### config.mk
export PLATFORM = sky130hd
export DESIGN_NAME = lhp_host_port
export DESIGN_NICKNAME = d
export VERILOG_FILES = /design/src/lhp_pkg.sv /design/src/lhp_host_port.sv
export SDC_FILE = /design/constraint.sdc
export NUM_CORES = 1
export LEC_CHECK = 0
export BUFFER_PORTS_ARGS = -buffer_cell sky130_fd_sc_hd__buf_2
export CAP_MARGIN = 20
export CORE_MARGIN = 10
export CORE_UTILIZATION = 55
export CTS_CLUSTER_DIAMETER = 100
export DETAILED_ROUTE_END_ITERATION = 6
export PLACE_DENSITY = 0.77
export SYNTH_ARGS = -nofsm -noshare
export SYNTH_HDL_FRONTEND = slang
export SYNTH_SLANG_ARGS = --single-unit
### constraint.sdc
create_clock -name sys_clk -period 2.9 [get_ports sys_clk]
set_input_delay 0.435 -clock sys_clk [delete_from_list [all_inputs] [get_ports sys_clk]]
set_output_delay 0.435 -clock sys_clk [all_outputs]
set_load 0.01 [all_outputs]
### src/lhp_pkg.sv
package lhp_pkg;
  // Command opcodes
  localparam logic [7:0] CMD_GLYPH_BASE_SET  = 8'h5c;
  localparam logic [7:0] CMD_CURSOR_DIR      = 8'h4c;
  localparam logic [7:0] CMD_CURSOR_LOAD     = 8'h46;
  localparam logic [7:0] CMD_MEMORY_WRITE    = 8'h42;
  localparam logic [7:0] CMD_MEMORY_READ     = 8'h43;
  localparam logic [7:0] CMD_SYSTEM_SET      = 8'h40;
  localparam logic [7:0] CMD_SLEEP_IN        = 8'h53;
  // Glyph address layout
  localparam int         SHORT_CODE_LSB      = 3;
  localparam int         TALL_CODE_LSB       = 4;
  localparam int         FOLD_BIT            = 6;
  // Code ranges kept for RAM glyphs while the internal ROM is in use
  localparam logic [7:0] RAM_LOW_FIRST       = 8'h80;
  localparam logic [7:0] RAM_LOW_LAST        = 8'h9f;
  localparam logic [7:0] RAM_HIGH_FIRST      = 8'he0;
  // Memory bus runs at a third of the clock
  localparam logic [1:0] MEM_DIV_LAST        = 2'h2;
  // Reset values
  localparam logic [15:0] CURSOR_RESET       = 16'h0000;
  localparam logic [15:0] BASE_RESET         = 16'h0000;
  localparam logic [7:0]  LINE_TOTAL_RESET   = 8'h22;
  localparam logic [7:0]  LINE_SHOWN_RESET   = 8'h1f;

  typedef enum logic [1:0]
  {
    ACC_NONE,
    ACC_STATUS_RD,
    ACC_DATA_RD,
    ACC_DATA_WR
  } lhp_acc_t;

  // One decoded host cycle
  typedef struct packed
  {
    logic       cmd_wr;
    logic       data_wr;
    logic       data_rd;
    logic       status_rd;
  } lhp_host_op_t;

  // Display memory request
  typedef struct packed
  {
    logic        wr;
    logic        rd;
    logic [15:0] addr;
    logic [7:0]  wdata;
  } lhp_mem_req_t;
endpackage : lhp_pkg

### src/lhp_host_port.sv
`timescale 1ns/1ps
module lhp_host_port
#(
  parameter int DATA_W = 8,
  parameter int ADDR_W = 16
)
(
  // Clock and reset
  input  wire logic              sys_clk,
  input  wire logic              rst_n,
  // Host pins
  input  wire logic              cs_n,
  input  wire logic              command_data_select,
  input  wire logic              rd_pin,
  input  wire logic              wr_pin,
  input  wire logic              bus_style_select_a,
  input  wire logic              bus_style_select_b,
  input  wire logic [DATA_W-1:0] host_d_in,
  output logic      [DATA_W-1:0] host_d_out,
  output logic                   host_d_oe,
  // Glyph configuration
  input  wire logic              internal_rom_en,
  input  wire logic              glyph_bit6_fold,
  input  wire logic              tall_glyph_select,
  input  wire logic [7:0]        total_line_bytes,
  input  wire logic [7:0]        shown_line_bytes,
  // Glyph lookup
  input  wire logic [7:0]        glyph_code,
  input  wire logic [3:0]        glyph_row,
  output logic      [ADDR_W-1:0] glyph_addr,
  output logic                   glyph_from_ram,
  // Display memory
  output logic      [ADDR_W-1:0] mem_addr,
  output logic      [DATA_W-1:0] mem_wdata,
  output logic                   mem_we,
  output logic                   mem_re,
  input  wire logic [DATA_W-1:0] mem_rdata,
  // State
  output logic                   sleep_mode,
  output logic                   retrace_status_bit
);

  // Three-stage pin synchronisers; first stage is read only by the second
  localparam int NSYNC = 6 + DATA_W;
  logic [NSYNC-1:0] s1_reg;
  logic [NSYNC-1:0] s2_reg;
  logic [NSYNC-1:0] s3_reg;
  logic [NSYNC-1:0] pin_reg;
  logic [NSYNC-1:0] raw;
  assign raw = {bus_style_select_a, bus_style_select_b, cs_n,
                command_data_select, rd_pin, wr_pin, host_d_in};

  genvar gi;
  generate
    for (gi = 0; gi < NSYNC; gi++)
    begin : g_sync
      always_ff @(posedge sys_clk)
      begin
        if (!rst_n)
        begin
          s1_reg[gi]  <= 1'b1;
          s2_reg[gi]  <= 1'b1;
          s3_reg[gi]  <= 1'b1;
          pin_reg[gi] <= 1'b1;
        end
        else
        begin
          s1_reg[gi] <= raw[gi];
          s2_reg[gi] <= s1_reg[gi];
          s3_reg[gi] <= s2_reg[gi];
          if (s2_reg[gi] == s3_reg[gi])
            pin_reg[gi] <= s3_reg[gi];
        end
      end
    end
  endgenerate

  logic              p_sel_a;
  logic              p_sel_b;
  logic              p_cs_n;
  logic              p_a0;
  logic              p_rd;
  logic              p_wr;
  logic [DATA_W-1:0] p_d;
  assign {p_sel_a, p_sel_b, p_cs_n, p_a0, p_rd, p_wr, p_d} = pin_reg;

  // Style follows the filtered select pins on every cycle after reset
  logic style_reg;
  always_ff @(posedge sys_clk)
  begin
    if (!rst_n)
      style_reg <= 1'b0;
    else
      style_reg <= p_sel_a & ~p_sel_b;
  end

  function automatic lhp_pkg::lhp_acc_t decode_acc
  (
    input logic style,
    input logic a0,
    input logic rd,
    input logic wr
  );
    lhp_pkg::lhp_acc_t acc;
    acc = lhp_pkg::ACC_NONE;
    if (!style)
    begin
      if (!rd && wr)
        acc = a0 ? lhp_pkg::ACC_DATA_RD : lhp_pkg::ACC_STATUS_RD;
    end
    else if (wr && rd)
      acc = a0 ? lhp_pkg::ACC_DATA_RD : lhp_pkg::ACC_STATUS_RD;
    return acc;
  endfunction : decode_acc

  // Write active level per style: in style 1 rd_pin is direction, wr_pin enable; in style 0 both are low-active strobes
  logic wr_act;
  assign wr_act = style_reg ? (p_wr & ~p_rd) : (~p_wr & p_rd);
  logic wr_act_q;
  logic rd_act_q;
  lhp_pkg::lhp_acc_t acc;
  assign acc = p_cs_n ? lhp_pkg::ACC_NONE
                      : decode_acc(style_reg, p_a0, p_rd, p_wr);

  lhp_pkg::lhp_host_op_t op;
  always_comb
  begin
    op.cmd_wr    = ~p_cs_n & wr_act & ~wr_act_q & p_a0;
    op.data_wr   = ~p_cs_n & wr_act & ~wr_act_q & ~p_a0;
    op.data_rd   = (acc == lhp_pkg::ACC_DATA_RD) & ~rd_act_q;
    op.status_rd = (acc == lhp_pkg::ACC_STATUS_RD);
  end

  always_ff @(posedge sys_clk)
  begin
    if (!rst_n)
    begin
      wr_act_q <= 1'b0;
      rd_act_q <= 1'b0;
    end
    else
    begin
      wr_act_q <= ~p_cs_n & wr_act;
      rd_act_q <= acc == lhp_pkg::ACC_DATA_RD;
    end
  end

  // Command and parameter capture
  logic [7:0]        cmd_reg;
  logic [1:0]        pidx_reg;
  logic [ADDR_W-1:0] cursor_reg;
  logic [ADDR_W-1:0] glyph_base_address;
  logic              cur_inc_reg;
  logic              cmd_ok;
  assign cmd_ok = !sleep_mode
               || p_d == lhp_pkg::CMD_SYSTEM_SET
               || p_d == lhp_pkg::CMD_SLEEP_IN;

  // Memory pipeline: one-entry write/read request, served on div tick
  logic [1:0]  div_reg;
  logic        tick;
  assign tick = div_reg == lhp_pkg::MEM_DIV_LAST;
  logic        wpend_reg;
  logic [7:0]  wbuf_reg;
  logic        rpend_reg;
  logic [7:0]  rbuf_reg;
  logic        cur_step;
  assign cur_step = tick & (wpend_reg | rpend_reg);

  always_ff @(posedge sys_clk)
  begin
    if (!rst_n)
      div_reg <= 2'h0;
    else
      div_reg <= tick ? 2'h0 : div_reg + 2'h1;
  end

  always_ff @(posedge sys_clk)
  begin
    if (!rst_n)
    begin
      cmd_reg            <= 8'h00;
      pidx_reg           <= 2'h0;
      glyph_base_address <= lhp_pkg::BASE_RESET;
      cur_inc_reg        <= 1'b0;
      sleep_mode         <= 1'b0;
    end
    else if (op.cmd_wr && cmd_ok)
    begin
      cmd_reg  <= p_d;
      pidx_reg <= 2'h0;
      if (p_d == lhp_pkg::CMD_CURSOR_DIR)
        cur_inc_reg <= 1'b1;
      if (p_d == lhp_pkg::CMD_SLEEP_IN)
        sleep_mode <= 1'b1;
      else if (p_d == lhp_pkg::CMD_SYSTEM_SET)
        sleep_mode <= 1'b0;
    end
    else if (op.data_wr && !sleep_mode)
    begin
      if (pidx_reg != 2'h3)
        pidx_reg <= pidx_reg + 2'h1;
      if (cmd_reg == lhp_pkg::CMD_GLYPH_BASE_SET)
      begin
        if (pidx_reg == 2'h0)
          glyph_base_address[7:0] <= p_d;
        else if (pidx_reg == 2'h1)
          glyph_base_address[15:8] <= p_d;
      end
    end
  end

  always_ff @(posedge sys_clk)
  begin
    if (!rst_n)
      cursor_reg <= lhp_pkg::CURSOR_RESET;
    else if (op.data_wr && !sleep_mode
             && cmd_reg == lhp_pkg::CMD_CURSOR_LOAD && pidx_reg == 2'h0)
      cursor_reg[7:0] <= p_d;
    else if (op.data_wr && !sleep_mode
             && cmd_reg == lhp_pkg::CMD_CURSOR_LOAD && pidx_reg == 2'h1)
      cursor_reg[15:8] <= p_d;
    else if (cur_step && cur_inc_reg)
      cursor_reg <= cursor_reg + 16'h0001;
  end

  // Write buffer and read-ahead buffer
  always_ff @(posedge sys_clk)
  begin
    if (!rst_n)
    begin
      wpend_reg <= 1'b0;
      wbuf_reg  <= 8'h00;
      rpend_reg <= 1'b0;
      rbuf_reg  <= 8'h00;
    end
    else
    begin
      if (op.data_wr && !sleep_mode
          && cmd_reg == lhp_pkg::CMD_MEMORY_WRITE)
      begin
        wpend_reg <= 1'b1;
        wbuf_reg  <= p_d;
      end
      else if (tick)
        wpend_reg <= 1'b0;
      if ((op.cmd_wr && cmd_ok && p_d == lhp_pkg::CMD_MEMORY_READ)
          || (op.data_rd && cmd_reg == lhp_pkg::CMD_MEMORY_READ))
        rpend_reg <= 1'b1;
      else if (tick && !wpend_reg)
        rpend_reg <= 1'b0;
      if (mem_re)
        rbuf_reg <= mem_rdata;
    end
  end

  // Memory port registered; one access per third cycle
  always_ff @(posedge sys_clk)
  begin
    if (!rst_n)
    begin
      mem_addr  <= '0;
      mem_wdata <= '0;
      mem_we    <= 1'b0;
      mem_re    <= 1'b0;
    end
    else
    begin
      mem_we <= tick & wpend_reg;
      mem_re <= tick & ~wpend_reg & rpend_reg;
      if (tick)
      begin
        mem_addr  <= cursor_reg;
        mem_wdata <= wbuf_reg;
      end
    end
  end

  // Retrace status: count line bytes, high past the shown part
  logic [7:0] byte_cnt_reg;
  always_ff @(posedge sys_clk)
  begin
    if (!rst_n)
      byte_cnt_reg <= 8'h00;
    else if (tick)
      byte_cnt_reg <= (byte_cnt_reg >= total_line_bytes)
                      ? 8'h00 : byte_cnt_reg + 8'h01;
  end

  always_ff @(posedge sys_clk)
  begin
    if (!rst_n)
      retrace_status_bit <= 1'b0;
    else
      retrace_status_bit <= byte_cnt_reg > shown_line_bytes;
  end

  // Host read data
  always_ff @(posedge sys_clk)
  begin
    if (!rst_n)
    begin
      host_d_out <= '0;
      host_d_oe  <= 1'b0;
    end
    else
    begin
      host_d_oe <= acc != lhp_pkg::ACC_NONE;
      if (acc == lhp_pkg::ACC_STATUS_RD)
        host_d_out <= {1'b0, retrace_status_bit, 6'h00};
      // Latched at read start; the next fetch must not change it
      else if (op.data_rd && cmd_reg == lhp_pkg::CMD_MEMORY_READ)
        host_d_out <= rbuf_reg;
      else if (op.data_rd)
        host_d_out <= p_a0 ? cursor_reg[7:0] : cursor_reg[15:8];
    end
  end

  // Glyph address formation
  logic [7:0] code_f;
  logic       ram_code;
  always_comb
  begin
    code_f = glyph_code;
    ram_code = !internal_rom_en
      || (glyph_code >= lhp_pkg::RAM_LOW_FIRST
          && glyph_code <= lhp_pkg::RAM_LOW_LAST)
      || glyph_code >= lhp_pkg::RAM_HIGH_FIRST;
    if (glyph_bit6_fold)
      code_f[lhp_pkg::FOLD_BIT] = 1'b0;
  end

  always_ff @(posedge sys_clk)
  begin
    if (!rst_n)
    begin
      glyph_addr     <= '0;
      glyph_from_ram <= 1'b0;
    end
    else
    begin
      glyph_from_ram <= ram_code;
      if (tall_glyph_select)
        glyph_addr <= glyph_base_address
          + {4'h0, code_f, 4'h0} + {12'h000, glyph_row};
      else
        glyph_addr <= glyph_base_address
          + {5'h00, code_f, 3'h0} + {13'h0000, glyph_row[2:0]};
    end
  end
endmodule : lhp_host_port

==> flow_summary.json <==
{
  "status": "complete, no violations",
  "clk_pin_slew_ns": 0.07,
  "fin_tns_setup_ns": 0,
  "synth_top_area_share_pct": 45.32,
  "grt-ovfl-total": 0,
  "wirelength_um": 18810,
  "yosys.area_share.simple_pct": 19.94,
  "p_switching_uw": 1234,
  "maxSlewHeadroom_pct": 51.99,
  "p_int_uw": 3960,
  "critical_path.startpoint": "cmd_reg[5]$_SDFFE_PN0P_",
  "rows": 44,
  "grt_use_total_pct": 18.75,
  "max_cap_violations": 0,
  "dp_hpwl_um": 13710,
  "layout_commonest_cell": "dfxtp_1",
  "cts-resized-gates": 0,
  "area_growth_pct": 16.44,
  "synth_nets": 998,
  "finalClockSkew_ns": 0.01067,
  "worstHoldPathCells": 2,
  "synth-seq-cells": 184,
  "routedWlPerCell_um": 15.60,
  "holdWs_ns": 0.1636,
  "clkPwrFrac_pct": 44.3,
  "cp_common_cell": "or3b_1",
  "rsz0062_at_grt": "no",
  "via_per_inst": 5.508,
  "syn_area_per_cell_um2": 9.011,
  "cts-root-buf": "clkbuf_16",
  "cts_tree": "done",
  "switching_share_pct": 23.76,
  "initial_utilization_pct": 55.92,
  "synthAdderAreaFrac_pct": 6.773,
  "die_area_um2": 20040,
  "critPathMaxFanout": 17,
  "place_congestion": 0.8920,
  "synth-edff-count": 0,
  "final_cells": 1206,
  "period_share_pct": 90.77,
  "path_class": "reg -> reg",
  "path_cells": "or3b_1 -> or4b_1 -> or3b_1 -> a211oi_1 -> a21oi_1 -> a211oi_2",
  "synth-async-reset-ratio_pct": 0,
  "num_vias": 6643,
  "cts_sinks": 184,
  "grt_pass1_wl_um": 31150,
  "ys_seq_area_share_pct": 45.32,
  "cp-start-kind": "flip-flop",
  "dr.pass1.iters": 5,
  "fmaxAchievable_mhz": 379.9,
  "muxShareOfSynthArea_pct": 8.251,
  "antenna_found_initial": 0,
  "drt-initial-drc-count": 494,
  "finalMaxSlewViolations": 0,
  "p_comb_share_pct": 5.9,
  "cts_made_buffers": 17,
  "synth_top_family_by_area": "simple AND/OR/NAND/NOR gates",
  "synth.area.top_cells": "dfxtp_1, mux2i_1, ha_1",
  "postCtsSetupRepairBufs": 0,
  "power_frac_seq_pct": 49.8,
  "cp_data_required_time_ns": 3.26,
  "synthXorXnorAreaFrac_pct": 3.341,
  "grt_pass1_vias": 6386,
  "finalHoldViolCount": 0,
  "syn_area_um2": 8128,
  "clk_latency_ns": 0.44,
  "synth-main-ff-cell": "dfxtp_1",
  "r2r-start": "cmd_reg[5]$_SDFFE_PN0P_",
  "layout_common_cells": "dfxtp_1, nor2_1, buf_2, a21oi_1, mux2i_1",
  "io_pins": 109,
  "hold_buffers": 0,
  "max_stage_delay_ns": 0.66,
  "h-tree-depth": 4,
  "powerDensity_nw_per_um2": 548.9,
  "io_buffers": 108,
  "core-area_um2": 14530,
  "netlist_instances": 902,
  "finalSetupViolations": 0,
  "drive_above_1_share_pct": 16.44,
  "synth_cell_type_count": 65,
  "dp_cells": 1174,
  "synth_compound_area_share_pct": 13.22,
  "hold_path.startpoint": "internal_rom_en",
  "power.leakage_uw": 0.004206,
  "ir_worst_vdd_uv": 454.9,
  "critPathArrivalTime_ns": 2.99,
  "grt_max_degree": 75,
  "reg2reg_depth": 6,
  "nets": 1105,
  "antennaDiodeCount": 0,
  "critPathSlowestCell": "or3b_1",
  "fillers": 1226,
  "fin_crit_ns": 2.632,
  "cp-end-kind": "flip-flop",
  "die_x_um": 141.6,
  "drtAntennaViolNets": 0,
  "dieHeight_um": 141.6,
  "tightest_slew_ns": 0.7202,
  "synth.largest_area_cell": "dfxtp_1",
  "worst_hold_path_type": "in -> reg",
  "drc": 0,
  "synth-warning-count": 0,
  "clockBufferDepth": 2
}
[metrics by stage]
stage / power (µW) / setup slack (ns) / area (µm²) / util (%)
floorplan: 2848 / 0.4890 / 8128 / -
global placement: 2945 / 0.2162 / 8877 / 61.08
detailed placement: 2951 / 0.1514 / 8877 / 61.08
CTS: 5236 / 0.2822 / 9464 / 65.12
global route: 5382 / 0.03201 / 9464 / 65.12
finish: 5194 / 0.2676 / 9464 / 65.12
[cell families after synthesis]
kind of cell / Yosys count
fa+ha+maj: 44
xor+xnor: 31
compound gates: 177
buf+inv: 65
simple gates: 334
mux: 67
flops: 184
[metal layers]
layer	part of all wire [%]	track usage [%]
met4	0.95	5.110
met2	48	31.19
met3	6.2	5.007
met5	0	0
met1	44	23.38
[power groups by stage]
stage	Sequential, µW	Clock [µW]	Combinational, µW
after floorplan	2650	0	200
after global placement	2640	0	301
after detailed placement	2650	0	306
after CTS	2590	2340	306
after global routing	2590	2450	341
final	2590	2300	305
[path summary, 6_finish.rpt]
| kind | end | slack (ns) |
|---|---|---|
| min | glyph_from_ram$_SDFF_PN0_ | 0.16 |
| max reg2reg | host_d_out[6]$_SDFFE_PN0P_ | 0.27 |
| max | host_d_out[6]$_SDFFE_PN0P_ | 0.27 |
| min reg2reg | s2_reg[10]$_SDFF_PN1_ | 0.41 |
[layout make-up]
class	instances	area, µm²	share of cell area (%)
Tap cell	184	230.2	2.433
Clock inverter	12	130.1	1.375
Sequential cell	184	3684	38.92
Multi-Input combinational cell	653	4190	44.28
Clock buffer	20	456.7	4.825
Inverter	28	105.1	1.111
Timing Repair Buffer	125	668.1	7.060
[synth_stat cells, drive strengths merged (2+ instances only)]
cell	count
mux2i	67
nand3b	3
nor4	6
nor2b	6
dfxtp	184
or3b	4
a21oi	70
o2bb2ai	2
nand2b	49
o41ai	2
xnor2	14
nor2	130
o2111ai	2
ha	40
a31oi	3
nand2	65
o211ai	6
and3	9
buf	11
maj3	3
and2	5
a31o	2
nand4	13
xor2	17
inv	27
or2	2
nor3	14
clkbuf	26
and4	2
o21ai	45
a21o	16
a211oi	13
nor3b	2
nand3	18
[critical path, delay by kind of cell, from the launching register on]
kind               cells  cell delay, ns
AOI/OAI and AO/OA      3            0.57
DFF                    1            0.31
and+or+nand+nor        3            1.66
Note: power is estimated with default switching activity, not from simulation.
